==> src/core/sqt_regs.svh <==
/*
  register offsets, field positions, reset values and timing counts of the
  scope trigger qualifier.
  assumes a 200 MHz system clock and a register port with 8-bit byte addresses and 32-bit data.
*/
// Contract
// - auto sweep free-runs and reports Auto without triggers, Trig'd on trigger.
// - normal sweep reports Ready until triggered, keeps last record or none.
// - single sweep lights the single indicator and waits for a trigger.
// - single sweep captures one triggered record then stops; Ready before.
// - selector takes stop besides three sweeps; stop is not a sweep mode.
// - don't-care channels leave the pattern; all don't-care never triggers.
// - low matches below threshold, high matches above threshold.
// - channel matches combine by AND, OR or NAND into the pattern trigger.
// - channel pattern state is taken only while that channel is on.
// - seven trigger types select the qualifying condition, each with qualifiers.
// - each setting is its own variable; writing one keeps all others.
// - line and aux sources only for edge type; else channels one to four.
// - width or interval compared shorter, longer, within or outside limits.
// - times limited 80 ns to 1.5 s for edge, 2 ns to 4.2 s otherwise.
// - time without unit means seconds; units select ms, us or ns.
// - query returns type, source, qualifier kind, first and second limit.
`ifndef SQT_REGS_SVH
`define SQT_REGS_SVH

// ****************************************************************
// register offsets
// ****************************************************************
`define SQT_ADDR_SWEEP 8'h00
`define SQT_ADDR_TYPE 8'h04
`define SQT_ADDR_SOURCE 8'h08
`define SQT_ADDR_KIND 8'h0c
`define SQT_ADDR_LIM1 8'h10
`define SQT_ADDR_LIM2 8'h14
`define SQT_ADDR_PATTERN 8'h18
`define SQT_ADDR_STATUS 8'h1c
`define SQT_ADDR_IRQ_STAT 8'h20
`define SQT_ADDR_IRQ_MASK 8'h24

// ****************************************************************
// field positions
// ****************************************************************
`define SQT_LIM_MANT_HI 15
`define SQT_LIM_UNIT_LO 16
`define SQT_LIM_UNIT_HI 17
`define SQT_PAT_SEL_LO 8
`define SQT_PAT_SEL_HI 11
`define SQT_PAT_COND_LO 12
`define SQT_PAT_COND_HI 13
`define SQT_IRQ_TRIG 0
`define SQT_IRQ_AUTO 1
`define SQT_IRQ_SINGLE 2
`define SQT_IRQ_REJECT 3

// ****************************************************************
// reset values
// ****************************************************************
`define SQT_LIM_RST 32'h0003_0050
`define SQT_PAT_RST 8'h00
`define SQT_MASK_RST 4'h0

// ****************************************************************
// timing
// ****************************************************************
`define SQT_CLK_NS 32'd5
`define SQT_NS_PER_S 64'd1000000000
`define SQT_NS_PER_MS 64'd1000000
`define SQT_NS_PER_US 64'd1000
`define SQT_EDGE_MIN_NS 64'd80
`define SQT_EDGE_MAX_NS 64'd1500000000
`define SQT_OTHER_MIN_NS 64'd2
`define SQT_OTHER_MAX_NS 64'd4200000000
`define SQT_AUTO_WAIT_MS 100
`define SQT_AUTO_WAIT_CYC (`SQT_AUTO_WAIT_MS * 1000000 / 5)

`endif

==> src/core/sqt_pkg.sv <==
/*
  types of the scope trigger qualifier: sweep modes, trigger types,
  sources, qualifier kinds, pattern states and run states.
  assumes nothing beyond a SystemVerilog compiler.
*/
package sqt_pkg;

  // ****************************************************************
  // selector encodings
  // ****************************************************************
  typedef enum logic [1:0] {SQT_SW_AUTO, SQT_SW_NORM, SQT_SW_SINGLE,
    SQT_SW_STOP} sqt_sweep_t;

  typedef enum logic [2:0] {SQT_TY_EDGE, SQT_TY_EDGE_RATE, SQT_TY_WIDTH_QUAL,
    SQT_TY_GAP, SQT_TY_RUNT, SQT_TY_DROPOUT, SQT_TY_PATTERN} sqt_type_t;

  typedef enum logic [2:0] {SQT_SRC_CH1, SQT_SRC_CH2, SQT_SRC_CH3,
    SQT_SRC_CH4, SQT_SRC_LINE, SQT_SRC_AUX, SQT_SRC_AUX_DIV5} sqt_src_t;

  typedef enum logic [3:0] {SQT_KD_OFF, SQT_KD_DELAY_HOLD,
    SQT_KD_PULSE_SHORTER, SQT_KD_PULSE_LONGER, SQT_KD_PULSE_WITHIN,
    SQT_KD_PULSE_OUTSIDE, SQT_KD_GAP_SHORTER, SQT_KD_GAP_LONGER,
    SQT_KD_GAP_WITHIN, SQT_KD_GAP_OUTSIDE} sqt_kind_t;

  typedef enum logic [1:0] {SQT_UNIT_S, SQT_UNIT_MS, SQT_UNIT_US,
    SQT_UNIT_NS} sqt_unit_t;

  typedef enum logic [1:0] {SQT_LV_DONT_CARE, SQT_LV_LOW,
    SQT_LV_HIGH} sqt_lvl_t;

  typedef enum logic [1:0] {SQT_LG_AND, SQT_LG_OR, SQT_LG_NAND} sqt_logic_t;

  // ****************************************************************
  // run state
  // ****************************************************************
  typedef enum logic [1:0] {SQT_RUN_STOP, SQT_RUN_READY, SQT_RUN_AUTO,
    SQT_RUN_TRIGD} sqt_run_t;

endpackage

==> src/core/sqt_top.sv <==
/*
  scope trigger qualifier: sweep sequencing, pattern trigger, trigger type
  and source selection, width, interval and dropout qualifiers, holdoff.
  assumes comparator outputs arrive asynchronously and that channel-on
  flags and the register port are on clk_sys_in.
*/
`timescale 1ns/1ps
`include "sqt_regs.svh"
module sqt_top
#(
  parameter logic [31:0] AUTO_WAIT_CYC = `SQT_AUTO_WAIT_CYC
)
(
  input wire logic clk_sys_in, // system clock, 200 MHz
  input wire logic srst_in, // synchronous reset, high
  input wire logic [3:0] chan_above_in, // comparator above threshold
  input wire logic [3:0] chan_on_in, // channel switched on
  input wire logic line_in, // power line reference
  input wire logic aux_in, // aux trigger input
  input wire logic [7:0] addr_in, // register byte address
  input wire logic [31:0] wr_data_in, // write data
  input wire logic wr_in, // write strobe
  input wire logic rd_in, // read strobe
  output logic [31:0] rd_data_out, // read data, cycle after strobe
  output sqt_pkg::sqt_run_t run_state_out, // reported run state
  output logic single_led_out, // single indicator
  output logic acquiring_out, // acquisition running
  output logic capture_out, // one-cycle record capture
  output logic record_valid_out, // a record is on show
  output logic irq_out // level interrupt
);
  import sqt_pkg::*;

  // ****************************************************************
  // declarations
  // ****************************************************************
  sqt_sweep_t sweep_r, sweep_nxt;
  sqt_type_t type_r, type_nxt;
  sqt_src_t src_r, src_nxt;
  sqt_kind_t kind_r, kind_nxt;
  logic [31:0] lim1_r, lim1_nxt, lim2_r, lim2_nxt;
  logic [7:0] pat_r, pat_nxt;
  sqt_logic_t cond_r, cond_nxt;
  logic [3:0] ist_r, ist_nxt, imask_r, imask_nxt;
  logic [31:0] rd_data_r, rd_data_nxt;
  sqt_run_t run_r, run_nxt;
  logic [31:0] idle_r, idle_nxt;
  logic [31:0] meas_r, meas_nxt, hold_r, hold_nxt;
  logic drop_done_r, drop_done_nxt, pat_prev_r, pat_prev_nxt;
  logic [2:0] div5_r, div5_nxt;
  logic capture_r, capture_nxt, recv_r, recv_nxt;
  logic [5:0] pin_raw;
  logic [5:0] lvl, rise, fall;
  logic sel_lvl, sel_rise, sel_fall, aux5_rise;
  logic [31:0] l1_ns, l2_ns, meas_inc;
  logic [3:0] care, match;
  logic pat_now, cand, fire, qual, auto_tick, reject;
  logic [3:0] ev;

  // ****************************************************************
  // input synchronisers
  // ****************************************************************
  // channels 0..3, then line and aux
  assign pin_raw = {aux_in, line_in, chan_above_in};
  genvar gi;
  generate
    for (gi = 0; gi < 6; gi++)
    begin : g_sync
      sqt_sync u_sync
      (
        .clk_sys_in(clk_sys_in),
        .srst_in(srst_in),
        .async_in(pin_raw[gi]),
        .level_out(lvl[gi]),
        .rise_out(rise[gi]),
        .fall_out(fall[gi])
      );
    end
  endgenerate

  // ****************************************************************
  // time conversion
  // ****************************************************************
  // mantissa times unit, clamped to the range of the trigger type
  function automatic logic [31:0] to_ns(input logic [31:0] raw,
    input logic is_edge);
    logic [63:0] mul;
    logic [63:0] v;
    logic [63:0] lo;
    logic [63:0] hi;
    mul = `SQT_NS_PER_S; // no suffix reads as seconds
    case (sqt_unit_t'(raw[`SQT_LIM_UNIT_HI:`SQT_LIM_UNIT_LO]))
      SQT_UNIT_MS: mul = `SQT_NS_PER_MS;
      SQT_UNIT_US: mul = `SQT_NS_PER_US;
      SQT_UNIT_NS: mul = 64'd1;
      default: mul = `SQT_NS_PER_S;
    endcase
    v = {48'h0, raw[`SQT_LIM_MANT_HI:0]} * mul;
    lo = is_edge ? `SQT_EDGE_MIN_NS : `SQT_OTHER_MIN_NS;
    hi = is_edge ? `SQT_EDGE_MAX_NS : `SQT_OTHER_MAX_NS;
    if (v < lo)
      v = lo;
    if (v > hi)
      v = hi;
    return v[31:0];
  endfunction

  // four comparisons shared by pulse and interval kinds
  function automatic logic cmp(input sqt_kind_t k, input logic [31:0] m,
    input logic [31:0] a, input logic [31:0] b);
    logic r;
    r = 1'b0;
    case (k)
      SQT_KD_PULSE_SHORTER, SQT_KD_GAP_SHORTER: r = m < a;
      SQT_KD_PULSE_LONGER, SQT_KD_GAP_LONGER: r = m > a;
      SQT_KD_PULSE_WITHIN, SQT_KD_GAP_WITHIN: r = (m > a) && (m < b);
      SQT_KD_PULSE_OUTSIDE, SQT_KD_GAP_OUTSIDE: r = (m < a) || (m > b);
      default: r = 1'b0;
    endcase
    return r;
  endfunction

  assign l1_ns = to_ns(lim1_r, type_r == SQT_TY_EDGE);
  assign l2_ns = to_ns(lim2_r, type_r == SQT_TY_EDGE);

  // ****************************************************************
  // source selection and pattern
  // ****************************************************************
  // aux divided by five counts settled rising edges
  assign aux5_rise = rise[5] && (div5_r == 3'h4);

  always_comb
  begin
    sel_lvl = 1'b0;
    sel_rise = 1'b0;
    sel_fall = 1'b0;
    case (src_r)
      SQT_SRC_LINE:
      begin
        sel_lvl = lvl[4];
        sel_rise = rise[4];
        sel_fall = fall[4];
      end
      SQT_SRC_AUX:
      begin
        sel_lvl = lvl[5];
        sel_rise = rise[5];
        sel_fall = fall[5];
      end
      SQT_SRC_AUX_DIV5: sel_rise = aux5_rise;
      default:
      begin
        sel_lvl = lvl[src_r[1:0]];
        sel_rise = rise[src_r[1:0]];
        sel_fall = fall[src_r[1:0]];
      end
    endcase
  end

  // per-channel match, then the selected logic over cared channels
  always_comb
  begin
    for (int i = 0; i < 4; i++)
    begin
      care[i] = sqt_lvl_t'(pat_r[2*i +: 2]) != SQT_LV_DONT_CARE;
      match[i] = (sqt_lvl_t'(pat_r[2*i +: 2]) == SQT_LV_HIGH) ?
        lvl[i] : ~lvl[i];
    end
    unique case (cond_r)
      SQT_LG_OR: pat_now = |(match & care);
      SQT_LG_NAND: pat_now = ~&(match | ~care);
      default: pat_now = &(match | ~care);
    endcase
    pat_now = pat_now & (|care);
  end

  // ****************************************************************
  // trigger qualification
  // ****************************************************************
  // candidate event per trigger type
  assign meas_inc = (meas_r > 32'hffff_ffff - `SQT_CLK_NS) ? 32'hffff_ffff :
    meas_r + `SQT_CLK_NS;
  assign qual = cmp(kind_r, meas_r, l1_ns, l2_ns);

  always_comb
  begin
    unique case (type_r)
      SQT_TY_EDGE: cand = sel_rise;
      SQT_TY_EDGE_RATE, SQT_TY_GAP: cand = sel_rise & qual;
      SQT_TY_WIDTH_QUAL, SQT_TY_RUNT: cand = sel_fall & qual;
      SQT_TY_DROPOUT: cand = ~drop_done_r & ~sel_lvl & (meas_r >= l1_ns);
      SQT_TY_PATTERN: cand = pat_now & ~pat_prev_r;
      default: cand = 1'b0;
    endcase
  end

  // no trigger while stopped or within holdoff
  assign fire = cand && (hold_r == 32'h0) && (run_r != SQT_RUN_STOP);
  assign auto_tick = (sweep_r == SQT_SW_AUTO) && (run_r != SQT_RUN_STOP) &&
    (idle_r == AUTO_WAIT_CYC - 32'h1) && !fire;

  // measurement, holdoff and helper state
  always_comb
  begin
    if (sel_rise || ((type_r == SQT_TY_DROPOUT) && sel_fall))
      meas_nxt = 32'h0;
    else
      meas_nxt = meas_inc;
    drop_done_nxt = (sel_rise | sel_fall) ? 1'b0 : (drop_done_r | fire);
    if (fire && (type_r == SQT_TY_EDGE) && (kind_r == SQT_KD_DELAY_HOLD))
      hold_nxt = l1_ns;
    else if (hold_r > `SQT_CLK_NS)
      hold_nxt = hold_r - `SQT_CLK_NS;
    else
      hold_nxt = 32'h0;
    pat_prev_nxt = pat_now;
    div5_nxt = div5_r;
    if (rise[5])
      div5_nxt = (div5_r == 3'h4) ? 3'h0 : div5_r + 3'h1;
  end

  // ****************************************************************
  // sweep sequencer
  // ****************************************************************
  always_comb
  begin
    run_nxt = run_r;
    idle_nxt = (fire || auto_tick) ? 32'h0 : idle_r + 32'h1;
    recv_nxt = recv_r | fire | auto_tick;
    capture_nxt = fire | auto_tick;
    unique case (run_r)
      SQT_RUN_STOP: run_nxt = SQT_RUN_STOP;
      SQT_RUN_READY:
      begin
        if (fire)
          run_nxt = (sweep_r == SQT_SW_SINGLE) ? SQT_RUN_STOP :
            SQT_RUN_TRIGD;
        else if (auto_tick)
          run_nxt = SQT_RUN_AUTO;
      end
      SQT_RUN_AUTO:
      begin
        if (fire)
          run_nxt = SQT_RUN_TRIGD;
      end
      SQT_RUN_TRIGD:
      begin
        if (fire)
          run_nxt = (sweep_r == SQT_SW_SINGLE) ? SQT_RUN_STOP : SQT_RUN_TRIGD;
        else if (auto_tick)
          run_nxt = SQT_RUN_AUTO;
        else if (sweep_r == SQT_SW_NORM && idle_r == AUTO_WAIT_CYC - 32'h1)
          run_nxt = SQT_RUN_READY;
      end
    endcase
    if (wr_in && addr_in == `SQT_ADDR_SWEEP)
    begin
      idle_nxt = 32'h0;
      capture_nxt = 1'b0;
      unique case (sqt_sweep_t'(wr_data_in[1:0]))
        SQT_SW_AUTO: run_nxt = SQT_RUN_AUTO;
        SQT_SW_NORM: run_nxt = SQT_RUN_READY;
        SQT_SW_SINGLE:
        begin
          run_nxt = SQT_RUN_READY;
          recv_nxt = 1'b0;
        end
        SQT_SW_STOP: run_nxt = SQT_RUN_STOP;
      endcase
    end
  end

  // ****************************************************************
  // register file
  // ****************************************************************
  // each address holds one setting, untouched by other writes
  always_comb
  begin
    sweep_nxt = sweep_r;
    type_nxt = type_r;
    src_nxt = src_r;
    kind_nxt = kind_r;
    lim1_nxt = lim1_r;
    lim2_nxt = lim2_r;
    pat_nxt = pat_r;
    cond_nxt = cond_r;
    imask_nxt = imask_r;
    reject = 1'b0;
    if (wr_in)
    begin
      unique case (addr_in)
        `SQT_ADDR_SWEEP: sweep_nxt = sqt_sweep_t'(wr_data_in[1:0]);
        `SQT_ADDR_TYPE:
        begin
          if (wr_data_in[2:0] <= 3'h6 &&
            (wr_data_in[2:0] == 3'h0 || src_r <= SQT_SRC_CH4))
            type_nxt = sqt_type_t'(wr_data_in[2:0]);
          else
            reject = 1'b1;
        end
        `SQT_ADDR_SOURCE:
        begin
          if (wr_data_in[2:0] <= 3'h3 ||
            (wr_data_in[2:0] <= 3'h6 && type_r == SQT_TY_EDGE))
            src_nxt = sqt_src_t'(wr_data_in[2:0]);
          else
            reject = 1'b1;
        end
        `SQT_ADDR_KIND:
        begin
          if (wr_data_in[3:0] <= 4'h9)
            kind_nxt = sqt_kind_t'(wr_data_in[3:0]);
          else
            reject = 1'b1;
        end
        `SQT_ADDR_LIM1: lim1_nxt = wr_data_in;
        `SQT_ADDR_LIM2: lim2_nxt = wr_data_in;
        `SQT_ADDR_PATTERN:
        begin
          for (int i = 0; i < 4; i++)
          begin
            if (wr_data_in[`SQT_PAT_SEL_LO + i] && chan_on_in[i])
              pat_nxt[2*i +: 2] = wr_data_in[2*i +: 2];
          end
          if (wr_data_in[`SQT_PAT_COND_HI:`SQT_PAT_COND_LO] <= 2'h2)
            cond_nxt = sqt_logic_t'(wr_data_in[`SQT_PAT_COND_HI:
              `SQT_PAT_COND_LO]);
        end
        `SQT_ADDR_IRQ_MASK: imask_nxt = wr_data_in[3:0];
        default: reject = 1'b0;
      endcase
    end
  end

  // sticky events; a set in the clearing cycle wins
  assign ev = {reject, (fire && sweep_r == SQT_SW_SINGLE), auto_tick, fire};

  always_comb
  begin
    ist_nxt = ist_r;
    if (wr_in && addr_in == `SQT_ADDR_IRQ_STAT)
      ist_nxt = ist_r & ~wr_data_in[3:0];
    ist_nxt = ist_nxt | ev;
  end

  // read answer one cycle after the strobe; unmapped reads zero
  always_comb
  begin
    rd_data_nxt = 32'h0;
    if (rd_in)
    begin
      case (addr_in)
        `SQT_ADDR_SWEEP: rd_data_nxt = {30'h0, sweep_r};
        `SQT_ADDR_TYPE: rd_data_nxt = {29'h0, type_r};
        `SQT_ADDR_SOURCE: rd_data_nxt = {29'h0, src_r};
        `SQT_ADDR_KIND: rd_data_nxt = {28'h0, kind_r};
        `SQT_ADDR_LIM1: rd_data_nxt = lim1_r;
        `SQT_ADDR_LIM2: rd_data_nxt = lim2_r;
        `SQT_ADDR_PATTERN: rd_data_nxt = {18'h0, cond_r, 4'h0, pat_r};
        `SQT_ADDR_STATUS: rd_data_nxt = {28'h0, single_led_out, recv_r,
          run_r};
        `SQT_ADDR_IRQ_STAT: rd_data_nxt = {28'h0, ist_r};
        `SQT_ADDR_IRQ_MASK: rd_data_nxt = {28'h0, imask_r};
        default: rd_data_nxt = 32'h0;
      endcase
    end
  end

  // ****************************************************************
  // state registers
  // ****************************************************************
  always_ff @(posedge clk_sys_in)
  begin
    if (srst_in)
    begin
      sweep_r <= SQT_SW_AUTO;
      type_r <= SQT_TY_EDGE;
      src_r <= SQT_SRC_CH1;
      kind_r <= SQT_KD_OFF;
      lim1_r <= `SQT_LIM_RST;
      lim2_r <= `SQT_LIM_RST;
      pat_r <= `SQT_PAT_RST;
      cond_r <= SQT_LG_AND;
      ist_r <= 4'h0;
      imask_r <= `SQT_MASK_RST;
      rd_data_r <= 32'h0;
      run_r <= SQT_RUN_AUTO;
      idle_r <= 32'h0;
      meas_r <= 32'h0;
      hold_r <= 32'h0;
      drop_done_r <= 1'b0;
      pat_prev_r <= 1'b0;
      div5_r <= 3'h0;
      capture_r <= 1'b0;
      recv_r <= 1'b0;
    end
    else
    begin
      sweep_r <= sweep_nxt;
      type_r <= type_nxt;
      src_r <= src_nxt;
      kind_r <= kind_nxt;
      lim1_r <= lim1_nxt;
      lim2_r <= lim2_nxt;
      pat_r <= pat_nxt;
      cond_r <= cond_nxt;
      ist_r <= ist_nxt;
      imask_r <= imask_nxt;
      rd_data_r <= rd_data_nxt;
      run_r <= run_nxt;
      idle_r <= idle_nxt;
      meas_r <= meas_nxt;
      hold_r <= hold_nxt;
      drop_done_r <= drop_done_nxt;
      pat_prev_r <= pat_prev_nxt;
      div5_r <= div5_nxt;
      capture_r <= capture_nxt;
      recv_r <= recv_nxt;
    end
  end

  // outputs
  assign rd_data_out = rd_data_r;
  assign run_state_out = run_r;
  assign single_led_out = sweep_r == SQT_SW_SINGLE;
  assign acquiring_out = run_r != SQT_RUN_STOP;
  assign capture_out = capture_r;
  assign record_valid_out = recv_r;
  assign irq_out = |(ist_r & imask_r);
endmodule

==> src/core/sqt_sync.sv <==
/*
  two-flop synchroniser with edge detection for one asynchronous input.
  assumes the input may change at any time relative to clk_sys_in.
*/
`timescale 1ns/1ps
module sqt_sync
(
  input wire logic clk_sys_in, // system clock
  input wire logic srst_in, // synchronous reset, high
  input wire logic async_in, // asynchronous level
  output logic level_out, // synchronised level
  output logic rise_out, // one-cycle rising pulse
  output logic fall_out // one-cycle falling pulse
);

  logic meta_r;
  logic sync_r;
  logic prev_r;

  // ****************************************************************
  // synchroniser and edge detector
  // ****************************************************************
  // first flop feeds only the second
  always_ff @(posedge clk_sys_in)
  begin
    if (srst_in)
    begin
      meta_r <= 1'b0;
      sync_r <= 1'b0;
      prev_r <= 1'b0;
    end
    else
    begin
      meta_r <= async_in;
      sync_r <= meta_r;
      prev_r <= sync_r;
    end
  end

  // edges seen on the settled level
  assign level_out = sync_r;
  assign rise_out = sync_r & ~prev_r;
  assign fall_out = ~sync_r & prev_r;

endmodule

==> config.mk <==
export PLATFORM = sky130hd
export DESIGN_NAME = sqt_top
export DESIGN_NICKNAME = d
export VERILOG_FILES = /design/src/core/sqt_pkg.sv /design/src/core/sqt_top.sv /design/src/core/sqt_sync.sv
export VERILOG_INCLUDE_DIRS = /design/src /design/src/core
export SDC_FILE = /design/constraint.sdc
export NUM_CORES = 2
export LEC_CHECK = 0
export ABC_AREA = 1
export BUFFER_PORTS_ARGS = -buffer_cell sky130_fd_sc_hd__clkbuf_2
export CAP_MARGIN = 0
export CORE_MARGIN = 4
export CORE_UTILIZATION = 35
export DETAILED_ROUTE_END_ITERATION = 8
export PLACE_DENSITY = 0.59
export SLEW_MARGIN = 20
export SYNTH_ARGS = -nofsm -noshare
export SYNTH_HDL_FRONTEND = slang
export SYNTH_HIERARCHICAL = 1
export SYNTH_SLANG_ARGS = --single-unit
==> constraint.sdc <==
create_clock -name clk_sys_in -period 20.2 [get_ports clk_sys_in]
set_clock_uncertainty 0.05 [all_clocks]
set_input_delay 1.01 -clock clk_sys_in [delete_from_list [all_inputs] [get_ports clk_sys_in]]
set_output_delay 1.01 -clock clk_sys_in [all_outputs]
set_load 0.01 [all_outputs]
==> metrics.md <==
| Metric | Value |
|---|---|
| Outcome | `complete, no violations` |
| Worst slew margin | `0.268` |
| Fin crit share | `0.657` |
| I/O Buffers | `92` |
| Post-Place Cells | `6,896` |
| Gp weighted congestion | `0.945` |
| Critical Path Fanout Max | `42` |
| Worst Hold Class | `reg2reg` |
| Max cap viols | `0` |
| Final instance count without filler cells | `6,964` |
| Leak | `23.4 nW` |
| Ports | `93` |
| Clk sinks | `249` |
| Filler Cells Inserted | `11,900` |
| Via density | `4.90` |
| Crit path max-delay cell type | `dfxtp_1` |
| CP Data Required Time | `20.68 ns` |
| Pint | `1.01 mW` |
| Top cells by area, synth | `fa_1, ha_1, inv_1, dfxtp_1, nand2_1` |
| Yosys warning count | `6` |
| PnR Total Power | `1.50 mW` |
| Cell variety after synth | `59` |
| Peak supply drop | `0.0467 mV` |
| Combinational share of power | `0.194` |
| Placed Area | `41,100 µm²` |
| Layout area overhead | `8.20%` |
| Unrepaired setup endpoints after global routing | `no` |
| Post-Syn Instances | `5,407` |
| Commonest cells post-synth | `inv_1, nand2_1, nor2_1` |
| WL final | `121 mm` |
| Initial Util | `0.353` |
| Max Root-Sink Buffers | `3` |
| Crit end category | `flip-flop` |
| Vias | `34,100` |
| Net Sw Frac | `0.322` |
| Final setup viols | `0` |
| Worst Hold Slack | `0.362 ns` |
| CP dominant cell by count | `nand2_1` |
| Setup TNS | `0 ns` |
| Iter 0 DRT Violations | `2,483` |
| Largest net degree at the start of global routing | `89` |
| Post-cts sizing count | `0` |
| Most common cell in the netlist | `inv_1` |
| Yosys top cell area share | `0.248` |
| Mapped Area | `39,100 µm²` |
| Dominant cell type by area after synthesis | `fa_1` |
| Least-Margin Pin Slew | `1.09 ns` |
| Final Max Tran Viols | `0` |
| Die W | `342 µm` |
| H-tree Lvls | `2` |
| Share of total power in the clock network | `0.437` |
| Syn Area/Cell | `7.23 µm²` |
| Die ar. | `117,000 µm²` |
| Overall Global Routing Usage | `0.209` |
| DRC | `0` |
| Placeable core area | `111,000 µm²` |
| Setup bufs post-CTS | `0` |
| Die H | `342 µm` |
| Synthesized net count | `6,465` |
| Post-layout instance area | `42,300 µm²` |
| FF+latch count, synth | `249` |
| TritonCTS buffer count | `34` |
| WP buf/inv | `9` |
| Vias in the first global route | `35,000` |
| Grt total ovfl | `0` |
| CTS tree | `built` |
| Seq/Total Area, Yosys | `0.127` |
| CP peak stage delay | `0.88 ns` |
| Antenna viol nets, final | `0` |
| Asr flop ratio synth | `0` |
| Initial antenna violation count | `6` |
| WS Path Type | `reg2reg` |
| Switching pwr | `482 µW` |
| Worst skew pair latency | `0.61 ns` |
| First-pass GRT wire length | `193 mm` |
| Minimum clock period | `13.26 ns` |
| Critical path arrival | `13.75 ns` |
| Nets | `6,502` |
| Layout cells sized above 1 | `0.0406` |
| EDFF count, synth | `0` |
| Row cnt | `122` |
| CTS Hold Bufs | `0` |
| Power Density | `35.3 nW/µm²` |
| Crit start category | `flip-flop` |
| Final hold viol count | `0` |
| Share of power burned in registers | `0.369` |
| CTS Root Cell | `clkbuf_16` |
| Top_reg_cell synth | `dfxtp_1` |
| Fmax | `75.4 MHz` |
| CP delay by family, top | `simple AND/OR/NAND/NOR gates` |
| Clk slew on worst S/H paths | `0.06 ns` |
| Detail Placement HPWL | `103 mm` |
| DR pass1 iterations | `6` |
| WL per Instance | `17.3 µm` |
==> routing by layer <==
metal	up-vias	routed length, µm	track usage
met5	-	0	0
met4	0	3750	0.0624
met3	188	8000	0.0366
met2	908	55500	0.350
met1	16300	53400	0.276
li1	16700	-	-
==> worst register-to-register path: cells and delay by family, from the launching register on <==
| family | cells | cell delay [ns] |
|---|---|---|
| AND/OR/NAND/NOR | 31 | 5.31 |
| adder cells (fa/ha/maj) | 9 | 4.54 |
| AO/OA/AOI/OAI | 5 | 1.25 |
| buffers and inverters | 9 | 1.20 |
| flip-flops | 1 | 0.88 |
==> cell usage in the layout, fill, tap and decap left out, types with 8 or more instances in the layout <==
cell type	count
a21o_1	12
a21oi_1	298
a31oi_1	19
buf_4	14
clkbuf_16	35
clkbuf_2	92
dfxtp_1	249
diode_2	8
fa_1	485
ha_1	519
inv_1	1342
inv_2	10
nand2_1	1025
nand3_1	194
nand3_2	9
nand3b_1	33
nand4_1	68
nor2_1	530
nor2_2	11
nor3_1	68
nor3b_1	8
nor4_1	27
o211ai_1	8
o21a_1	11
o21ai_0	193
o21ai_1	14
o21bai_1	9
o22ai_1	20
or2_2	11
xnor2_1	23
xor2_1	46
==> logic make-up after synthesis <==
kind of cell / share of synthesized area
AO/OA/AOI/OAI: 0.0858
XOR/XNOR: 0.0155
adder cells (fa/ha/maj): 0.414
buffers and inverters: 0.142
flip-flops: 0.127
AND/OR/NAND/NOR: 0.215
==> power by group through the flow <==
stage	Combinational [mW]	Clock [mW]	Sequential, mW
2_1_floorplan	0.214	0	0.553
6_report	0.290	0.654	0.552
3_5_place_dp	0.284	0	0.562
5_1_grt	0.330	0.685	0.556
3_3_place_gp	0.283	0	0.561
4_1_cts	0.285	0.671	0.551
==> stage by stage <==
step	utilization	worst slack, ns
3_3_place_gp	0.371	7.11
2_1_floorplan	-	10.48
3_5_place_dp	0.371	7.07
5_1_grt	0.382	5.89
6_report	0.382	6.94
4_1_cts	0.382	7.04
==> sequential cells by signal, summed over array words and instances, names as in the netlist, 2 cells and up <==
| signal | cells |
|---|---|
| imask_r | 4 |
| pat_r | 8 |
| idle_r | 32 |
| div5_r | 3 |
| g_sync.u_sync/level_out | 6 |
| hold_r | 32 |
| lim1_r | 32 |
| rd_data_out | 32 |
| g_sync.u_sync/prev_r | 6 |
| sweep_r | 2 |
| type_r | 3 |
| kind_r | 4 |
| cond_r | 2 |
| src_r | 3 |
| meas_r | 32 |
| run_state_out | 2 |
| lim2_r | 32 |
| ist_r | 4 |
| g_sync.u_sync/meta_r | 6 |
==> cell type report <==
type	count	area (µm²)	area share
clock inverters	15	218	0.00514
well taps	1488	1860	0.0440
flip-flops and latches	249	4980	0.118
multi-input cells	3693	28600	0.676
repair buffers	106	566	0.0134
clock buffers	45	953	0.0225
inverters	1360	5110	0.121
diodes	8	20.0	0.000473
==> path summary, 6_finish.rpt <==
check | slack (ns) | start | end | depth (start not counted)
setup / recovery | 6.94 | lim1_r[17] | hold_r[9] | 54
hold / removal | 0.36 | g_sync[5].u_sync/meta_r | g_sync[5].u_sync/level_out | 2
setup reg to reg | 6.94 | lim1_r[17] | hold_r[9] | 54
hold reg to reg | 0.36 | g_sync[5].u_sync/meta_r | g_sync[5].u_sync/level_out | 2
(Power assumes the default switching activity.)
